### config.mk
export PLATFORM = sky130hd
export DESIGN_NAME = cms_clock_control
export DESIGN_NICKNAME = d
export VERILOG_FILES = /design/src/cms_pkg.sv /design/src/cms_clock_control.sv
export SDC_FILE = /design/constraint.sdc
export NUM_CORES = 1
export LEC_CHECK = 0
export BUFFER_PORTS_ARGS = -buffer_cell sky130_fd_sc_hd__buf_2
export CAP_MARGIN = 10
export CORE_MARGIN = 2
export CORE_UTILIZATION = 60
export CTS_CLUSTER_SIZE = 30
export DETAILED_ROUTE_END_ITERATION = 8
export GPL_TIMING_DRIVEN = 0
export PLACE_DENSITY = 0.88
export SLEW_MARGIN = 20
export SYNTH_ARGS = -nofsm -noshare
export SYNTH_HDL_FRONTEND = slang
export SYNTH_SLANG_ARGS = --single-unit
### constraint.sdc
create_clock -name clk -period 4.2 [get_ports clk]
set_input_delay 0.84 -clock clk [delete_from_list [all_inputs] [get_ports clk]]
set_output_delay 0.84 -clock clk [all_outputs]
set_load 0.02 [all_outputs]
### src/cms_pkg.sv
/*
 * Shared constants and types for the clock multiplier and system clock select block.
 * Assumes a single 10 MHz control clock and an 8-bit special function register port.
 */
package cms_pkg;

    localparam int unsigned CLK_HZ              = 10_000_000;
    localparam logic [7:0]  SYSCLK_SEL_ADDR     = 8'hA9;
    localparam logic [7:0]  MULT_CTRL_ADDR      = 8'hBE;
    localparam logic [7:0]  SYSCLK_SEL_RESET    = 8'h00;
    localparam logic [7:0]  MULT_CTRL_RESET     = 8'h00;
    localparam int unsigned MULT_EN_BIT         = 7;
    localparam int unsigned MULT_INIT_BIT       = 6;
    localparam int unsigned MULT_LOCKED_BIT     = 5;
    localparam int unsigned MULT_SEL_LSB        = 0;
    localparam int unsigned SYSCLK_SEL_LSB      = 0;
    localparam int unsigned MULT_FACTOR         = 4;
    localparam int unsigned MULT_LOCK_TIME_NS   = 5_000;
    localparam int unsigned MULT_LOCK_CYCLES    =
        (MULT_LOCK_TIME_NS * (CLK_HZ / 1_000_000) + 999) / 1000;

    localparam logic [1:0]  MSEL_INT_DIV2       = 2'h0;
    localparam logic [1:0]  MSEL_EXT            = 2'h1;
    localparam logic [1:0]  MSEL_EXT_DIV2       = 2'h2;
    localparam logic [1:0]  CSEL_INT            = 2'h0;
    localparam logic [1:0]  CSEL_EXT            = 2'h1;
    localparam logic [1:0]  CSEL_MULT           = 2'h2;
    localparam logic [1:0]  CODE_RESERVED       = 2'h3;
    localparam logic [1:0]  XMODE_CRYSTAL       = 2'h3;

    typedef enum logic [3:0] {
        CMS_M_OFF     = 4'h1,
        CMS_M_ENABLED = 4'h2,
        CMS_M_LOCKING = 4'h4,
        CMS_M_LOCKED  = 4'h8
    } cms_mstate_t;

    typedef struct packed {
        logic [7:0] addr;
        logic       wr;
        logic [7:0] wdata;
    } cms_sfr_req_t;

    typedef struct packed {
        logic sysclk_tick;
        logic mult_tick;
        logic ext_periph_tick;
    } cms_ticks_t;

endpackage : cms_pkg
### src/cms_clock_control.sv
/*
 * Clock multiplier with input select, lock sequence and ready flag, plus the system
 * clock source multiplexer. Oscillators arrive as raw pin levels and are sampled on
 * clk; every derived clock leaves as a one-cycle enable pulse on clk. The external
 * oscillator mode field and its settle indication come from the oscillator control.
 */
// Operation
// - The multiplier output runs at four times the rate of its selected input.
// - Multiplier input select 00 is internal/2, 01 is external, 10 is external/2, 11 reserved.
// - Control bit 7 enables the multiplier when one and disables it when zero.
// - Initialize is zero when enabling, and a later write of one starts initialization.
// - The read-only ready flag in bit 5 is zero until the multiplier has locked.
// - The internal oscillator is usable as system clock right after it is enabled.
// - Hardware sets the crystal valid flag once the external oscillator has settled.
// - System clock select 00 is internal, 01 is external, 10 is multiplier, 11 reserved.
// - The external oscillator stays available to timers while the internal one is system clock.
// - The source may change on the fly, and software only picks an enabled, settled source.
// - Unused control bits 4..2 and select bits 7..2 read zero and ignore writes.
// - The crystal valid flag carries meaning only in the two crystal modes.
// - Mode field: 00x off, 010 CMOS, 011 CMOS/2, 100 RC, 101 C, 110 crystal, 111 crystal/2.
module cms_clock_control
    import cms_pkg::*;
#(
    parameter int unsigned PER_W = 16
) (
    input  wire logic          clk,
    input  wire logic          reset,
    input  wire cms_sfr_req_t  sfr_req,
    output logic [7:0]         sfr_rdata,
    input  wire logic          int_osc_enable,
    input  wire logic          int_osc_pin,
    input  wire logic          ext_osc_pin,
    input  wire logic [2:0]    ext_osc_mode_field,
    input  wire logic          ext_osc_settled_pin,
    output logic               crystal_valid_flag,
    output cms_ticks_t         ticks
);

    typedef struct packed {
        logic [2:0]       int_sync;
        logic [2:0]       ext_sync;
        logic [1:0]       xtal_sync;
        logic             int_half;
        logic             ext_half;
        logic             mult_enable;
        logic             mult_initialize;
        logic [1:0]       mult_input_select;
        logic [1:0]       sysclk_source_select;
        logic [1:0]       active_sel;
        cms_mstate_t      mstate;
        logic [15:0]      lock_cnt;
        logic [PER_W-1:0] per_cnt;
        logic [PER_W-1:0] period;
        logic             period_valid;
        logic [PER_W-1:0] phase;
        logic             crystal_valid;
        cms_ticks_t       ticks;
    } state_t;

    state_t s_q;
    state_t s_d;

    logic             int_rise;
    logic             ext_rise;
    logic             mult_in_tick;
    logic [PER_W-1:0] quarter;
    logic             wr_ctrl;
    logic             wr_sel;
    logic             new_tick;

    function automatic logic src_tick(input logic [1:0] sel, input logic ti, input logic te,
                                      input logic tm);
        case (sel)
            CSEL_INT:  src_tick = ti;
            CSEL_EXT:  src_tick = te;
            CSEL_MULT: src_tick = tm;
            default:   src_tick = 1'b0;
        endcase
    endfunction : src_tick

    // Edges are taken from the second and third stages only.
    assign int_rise = s_q.int_sync[1] & ~s_q.int_sync[2] & int_osc_enable;
    assign ext_rise = s_q.ext_sync[1] & ~s_q.ext_sync[2];
    assign wr_ctrl  = sfr_req.wr && sfr_req.addr == MULT_CTRL_ADDR;
    assign wr_sel   = sfr_req.wr && sfr_req.addr == SYSCLK_SEL_ADDR;

    always_comb begin
        case (s_q.mult_input_select)
            MSEL_INT_DIV2: mult_in_tick = int_rise & s_q.int_half;
            MSEL_EXT:      mult_in_tick = ext_rise;
            MSEL_EXT_DIV2: mult_in_tick = ext_rise & s_q.ext_half;
            default:       mult_in_tick = 1'b0;
        endcase
    end

    assign quarter = (s_q.period >> 2) == '0 ? PER_W'(1) : (s_q.period >> 2);

    always_comb begin
        s_d           = s_q;
        s_d.int_sync  = {s_q.int_sync[1:0], int_osc_pin};
        s_d.ext_sync  = {s_q.ext_sync[1:0], ext_osc_pin};
        s_d.xtal_sync = {s_q.xtal_sync[0], ext_osc_settled_pin};
        if (int_rise) begin
            s_d.int_half = ~s_q.int_half;
        end
        if (ext_rise) begin
            s_d.ext_half = ~s_q.ext_half;
        end
        s_d.crystal_valid = s_q.xtal_sync[1] &&
                            ext_osc_mode_field[2:1] == XMODE_CRYSTAL;

        // Register writes; unused bits are simply not stored.
        if (wr_sel) begin
            s_d.sysclk_source_select = sfr_req.wdata[SYSCLK_SEL_LSB +: 2];
        end
        if (wr_ctrl) begin
            s_d.mult_enable       = sfr_req.wdata[MULT_EN_BIT];
            s_d.mult_input_select = sfr_req.wdata[MULT_SEL_LSB +: 2];
            s_d.mult_initialize   = sfr_req.wdata[MULT_INIT_BIT];
        end

        // Multiplier sequence.
        case (s_q.mstate)
            CMS_M_OFF: begin
                if (s_d.mult_enable) begin
                    s_d.mstate = CMS_M_ENABLED;
                end
            end
            CMS_M_ENABLED: begin
                if (wr_ctrl && sfr_req.wdata[MULT_INIT_BIT]) begin
                    s_d.mstate   = CMS_M_LOCKING;
                    s_d.lock_cnt = '0;
                end
            end
            CMS_M_LOCKING: begin
                if (s_q.lock_cnt < 16'(MULT_LOCK_CYCLES)) begin
                    s_d.lock_cnt = s_q.lock_cnt + 16'h0001;
                end else if (s_q.period_valid) begin
                    s_d.mstate = CMS_M_LOCKED;
                end
            end
            CMS_M_LOCKED: begin
                if (wr_ctrl && sfr_req.wdata[MULT_INIT_BIT] && !s_q.mult_initialize) begin
                    s_d.mstate   = CMS_M_LOCKING;
                    s_d.lock_cnt = '0;
                end
            end
            default: s_d.mstate = CMS_M_OFF;
        endcase
        if (!s_d.mult_enable) begin
            s_d.mstate = CMS_M_OFF;
        end

        // Input period measurement and quarter-period output pulses.
        s_d.ticks.mult_tick = 1'b0;
        if (!s_q.mult_enable) begin
            s_d.per_cnt      = '0;
            s_d.period_valid = 1'b0;
            s_d.phase        = '0;
        end else if (mult_in_tick) begin
            s_d.per_cnt          = '0;
            s_d.period           = s_q.per_cnt + PER_W'(1);
            s_d.period_valid     = 1'b1;
            s_d.phase            = '0;
            s_d.ticks.mult_tick  = s_q.period_valid;
        end else begin
            if (s_q.per_cnt != '1) begin
                s_d.per_cnt = s_q.per_cnt + PER_W'(1);
            end
            if (s_q.period_valid) begin
                if (s_q.phase + PER_W'(1) >= quarter) begin
                    s_d.phase           = '0;
                    s_d.ticks.mult_tick = 1'b1;
                end else begin
                    s_d.phase = s_q.phase + PER_W'(1);
                end
            end
        end

        // Source change only on a pulse of the new source, so no pulse is cut short.
        new_tick = src_tick(s_q.sysclk_source_select, int_rise, ext_rise, s_q.ticks.mult_tick);
        if (s_q.sysclk_source_select != s_q.active_sel &&
            s_q.sysclk_source_select != CODE_RESERVED && new_tick) begin
            s_d.active_sel = s_q.sysclk_source_select;
        end
        s_d.ticks.sysclk_tick = src_tick(s_q.active_sel, int_rise, ext_rise,
                                         s_q.ticks.mult_tick);
        s_d.ticks.ext_periph_tick = ext_rise;
    end

    always_ff @(posedge clk or posedge reset) begin
        if (reset) begin
            s_q                      <= '0;
            s_q.mult_enable          <= MULT_CTRL_RESET[MULT_EN_BIT];
            s_q.sysclk_source_select <= SYSCLK_SEL_RESET[SYSCLK_SEL_LSB +: 2];
            s_q.active_sel           <= CSEL_INT;
            s_q.mstate               <= CMS_M_OFF;
        end else begin
            s_q <= s_d;
        end
    end

    always_comb begin
        case (sfr_req.addr)
            SYSCLK_SEL_ADDR: sfr_rdata = {6'h00, s_q.sysclk_source_select};
            MULT_CTRL_ADDR:  sfr_rdata = {s_q.mult_enable, s_q.mult_initialize,
                                          s_q.mstate == CMS_M_LOCKED, 3'h0,
                                          s_q.mult_input_select};
            default:         sfr_rdata = 8'h00;
        endcase
    end

    assign crystal_valid_flag = s_q.crystal_valid;
    assign ticks              = s_q.ticks;

    chk_rsvd_read_zero: assert property (@(posedge clk) disable iff (reset)
        sfr_req.addr == MULT_CTRL_ADDR |-> sfr_rdata[4:2] == 3'h0)
        else $error("Unused multiplier control bits read nonzero.");

    chk_locked_needs_en: assert property (@(posedge clk) disable iff (reset)
        sfr_rdata[MULT_LOCKED_BIT] && sfr_req.addr == MULT_CTRL_ADDR |-> s_q.mult_enable)
        else $error("Ready flag set while multiplier disabled.");

    chk_init_starts_lock: assert property (@(posedge clk) disable iff (reset)
        s_q.mstate == CMS_M_ENABLED && s_q.mult_enable && wr_ctrl &&
        sfr_req.wdata[MULT_EN_BIT] && sfr_req.wdata[MULT_INIT_BIT]
        |=> s_q.mstate == CMS_M_LOCKING)
        else $error("Initialize write did not start locking.");

    chk_lock_not_early: assert property (@(posedge clk) disable iff (reset)
        $rose(s_q.mstate == CMS_M_LOCKED) |-> $past(s_q.lock_cnt) >= 16'(MULT_LOCK_CYCLES))
        else $error("Ready flag rose before the lock time.");

    chk_disable_clears: assert property (@(posedge clk) disable iff (reset)
        wr_ctrl && !sfr_req.wdata[MULT_EN_BIT] |=> s_q.mstate == CMS_M_OFF ##1
        !s_q.ticks.mult_tick)
        else $error("Disable write did not stop the multiplier.");

    chk_crystal_mode: assert property (@(posedge clk) disable iff (reset)
        crystal_valid_flag |-> $past(ext_osc_mode_field[2:1]) == XMODE_CRYSTAL)
        else $error("Crystal valid outside crystal mode.");

    chk_sysclk_int: assert property (@(posedge clk) disable iff (reset)
        s_q.active_sel == CSEL_INT && int_rise |=> ticks.sysclk_tick)
        else $error("Internal oscillator edge not passed to system clock.");

    chk_periph_ext: assert property (@(posedge clk) disable iff (reset)
        ext_rise |=> ticks.ext_periph_tick)
        else $error("External oscillator edge not passed to peripherals.");

    chk_switch_clean: assert property (@(posedge clk) disable iff (reset)
        s_q.active_sel != $past(s_q.active_sel) |->
        $past(src_tick(s_q.sysclk_source_select, int_rise, ext_rise, s_q.ticks.mult_tick)))
        else $error("Source switched off a pulse boundary.");

    chk_reserved_sel: assert property (@(posedge clk) disable iff (reset)
        s_q.active_sel != CODE_RESERVED)
        else $error("Reserved source code became active.");

endmodule : cms_clock_control

==> out/results.txt <==
critical path peak fanout: 10
setup TNS: 0 ps
Critical-path top delay cell: dfrtp_1
RR Endpoint: s_q[5]
final worst-path setup slack: 365 ps
clk buf depth: 2
Setup Viol. Count Final: 0
routability-driven placement congestion ratio: 0.855
Final Max Slew Viols: 0
Tmin final: 3830 ps
Root Buffer: clkbuf_8
Synth cell types: 59
vias in the first global route: 3,520
Int Pwr: 1.21 mW
post-cts sizing count: 0
GR Overflow Total: 0
H-Tree Depth: 3
DR pass1 iterations: 5
Mapped Area: 4490 sq um
sequential area share after synthesis: 49.6%
post-synthesis instance total: 445
maximum VDD drop: 0.000253 V
Pwr per Cell Area: 318 nW/um^2
crit end category: register
core footprint: 7250 sq um
source of the worst hold timing path: s_d[89]
ys flop type: dfrtp_1
Post-synth EDFFs: 0
clk_skew: 13.4 ps
post-synthesis register bit count: 89
final WL: 8910 microns
unrepaired setup endpoints after global routing: false
Die Span Y: 90.5 microns
Clock Latency Late Sink: 360 ps
reg2reg start: s_q[4]
flop-to-flop setup slack: 370 ps
Max Clk Rate: 0.261 GHz
share of cells above drive strength 1: 14.8%
Pwr Total: 1.59 mW
Worst Tran Pin Value: 711 ps
I/O Pins: 38
1st-iter DRT viols: 225
post-detailed-route count of antenna-violating nets: 0
crit path cell chain: ha_1 > nand3_1 > or3_1 > and2_1 > or2_2 > ha_1 > nand2_1 > a2111oi_0 > o41ai_1 > o311a_1 > clkbuf_2 > and2_4 > buf_6 > a32o_1
syn avg cell area: 10.1 sq um
Ys Warns: 0
TritonCTS Buffers: 9
most frequent CP cell: ha_1
most common cell after layout, fill and taps aside: dfrtp_1
Util after Layout: 69.0%
Die W: 90.5 microns
hold path depth: 0
Vias: 3,450
fin crit share: 91.3%
Nets: 531
Lkg Pwr: 2.29 nW
drc violations: 0
starting density of the core: 62.0%
largest net degree at the start of global routing: 55
Combinational Power Share: 6.0%
drt wl/cell: 15.0 microns
Hold WS: 356 ps
status: finished, final reports clean
# Post-CTS Setup Buffers: 0
startpoint type of the worst setup path: register
Ant. Diodes: 0
Rows: 31
CTS tree: built
arrival time worst endpoint: 4090 ps
Clock power frac: 37.2%
final hold violations: 0
clock slew at reported path FFs: 90 ps
Hold Path Class: reg2reg
hpwl dp: 6560 microns
Die ar.: 8200 sq um
IO Port Bufs: 29
first-pass GRT wire length: 15,500 microns
Crit Path Class: reg2reg
initial antenna violation count: 0
P&R area growth vs syn: 11.3%
Total GRT Usage: 23.1%
CP peak stage delay: 460 ps
Hold-fix buffers, CTS: 0
switch share: 24.2%
CTS Sinks: 89
FF-to-FF path depth: 14
most frequent cells in the layout: 88 x dfrtp_1, 43 x nor2_1, 38 x nand2_1
Sequential Power Share: 56.8%
Via-to-Cell Ratio: 5.83
P_sw: 0.386 mW
Hold EP: s_d[90]
Max-Slew Margin vs Limit: 52.4%
max-cap violation count: 0
Async SR Flop Fraction: 100%
pre-CTS WS: 440 ps
CP required: 4450 ps
## worst max-delay path: cells and delay by family, from the launching register on
family	cells	cell delay (ps)
flops	1	460
buf+inv	2	340
fa+ha+maj	2	550
compound gates	4	920
simple gates	6	1460
## power groups by stage
stage               clock network, mW  registers [mW]  logic, mW
floorplan                           0           0.914     0.0654
global placement                    0           0.919     0.0874
detailed placement                  0           0.920     0.0964
CTS                             0.607           0.903     0.0970
global route                    0.635           0.906      0.107
finish                          0.591           0.904     0.0955
## flip-flops by register name (all words and copies together), names as in the netlist
name	flops
s_q	80
ticks	3
s_d	5
crystal_valid_flag	1
## layer usage
layer / track usage, % / routed length (microns) / up-vias
met5: 0 / 0 / -
li1: - / - / 1663
met2: 41.2 / 4550 / 81
met1: 28.2 / 3900 / 1694
met3: 4.92 / 363 / 12
met4: 6.79 / 93 / 0
## through the flow
stage	cells	instance area [sq um]
6_report	592	5000
5_1_grt	592	5000
3_3_place_gp	575	4770
3_5_place_dp	576	4800
2_1_floorplan	447	4500
4_1_cts	592	5000
## cell usage after synthesis (all sizes together), types with 2 or more instances
cell type / number / share of area (%)
nand4: 13 / 1.8
nor2b: 2 / 0.28
nor3: 2 / 0.33
xnor2: 14 / 2.7
a31oi: 4 / 0.56
and3: 8 / 1.1
or3: 3 / 0.42
dfrtp: 88 / 49
and2: 10 / 1.4
a21oi: 32 / 3.9
nand3b: 2 / 0.33
nand2: 38 / 3.2
mux2: 4 / 1.0
nor4: 8 / 1.3
o211ai: 2 / 0.33
ha: 17 / 4.7
a41oi: 4 / 0.78
and4b: 3 / 0.67
a2111oi: 2 / 0.39
and3b: 2 / 0.39
mux2i: 6 / 1.3
nor2: 44 / 3.7
nand2b: 6 / 0.84
a22o: 3 / 0.58
o21ai: 21 / 2.3
buf: 10 / 1.6
xor2: 19 / 3.7
a32o: 9 / 2.0
nand4b: 2 / 0.39
or2: 3 / 0.42
and4: 4 / 0.78
nand3: 17 / 2.2
inv: 22 / 1.8
clkbuf: 7 / 0.61
## area by class of cell
type	count	area, sq um
repair buffers	30	173
fillers	526	2250
multi-input cells	319	2090
clock inverters	6	73.8
well taps	99	124
flip-flops and latches	89	2230
inverters	22	85.1
clock buffers	10	128
plain buffers	17	98.8
## worst max path at each step
stage,startpoint,endpoint,slack (ps),depth (start not counted)
floorplan,s_q[4],s_q[5],870,14
global placement,reset,ticks[0],160,2
detailed placement,s_q[4],s_q[5],440,14
CTS,s_q[4],s_q[5],420,14
global route,s_q[4],s_q[5],40,14
finish,s_q[4],s_q[5],370,14
## cell families (layout without fill, tap and decap cells)
family / after synthesis / count (layout) / synth area share [%]
other: 1 / 3 / 0.0834
buffers and inverters: 39 / 85 / 4.04
and+or+nand+nor: 168 / 168 / 19.8
DFF: 89 / 89 / 49.6
AOI/OAI and AO/OA: 88 / 88 / 13.0
xor gates and xnor gates: 33 / 33 / 6.43
adders and majority gates: 17 / 17 / 4.73
muxes: 10 / 10 / 2.34
No activity file was read; power rests on OpenSTA's default activity.
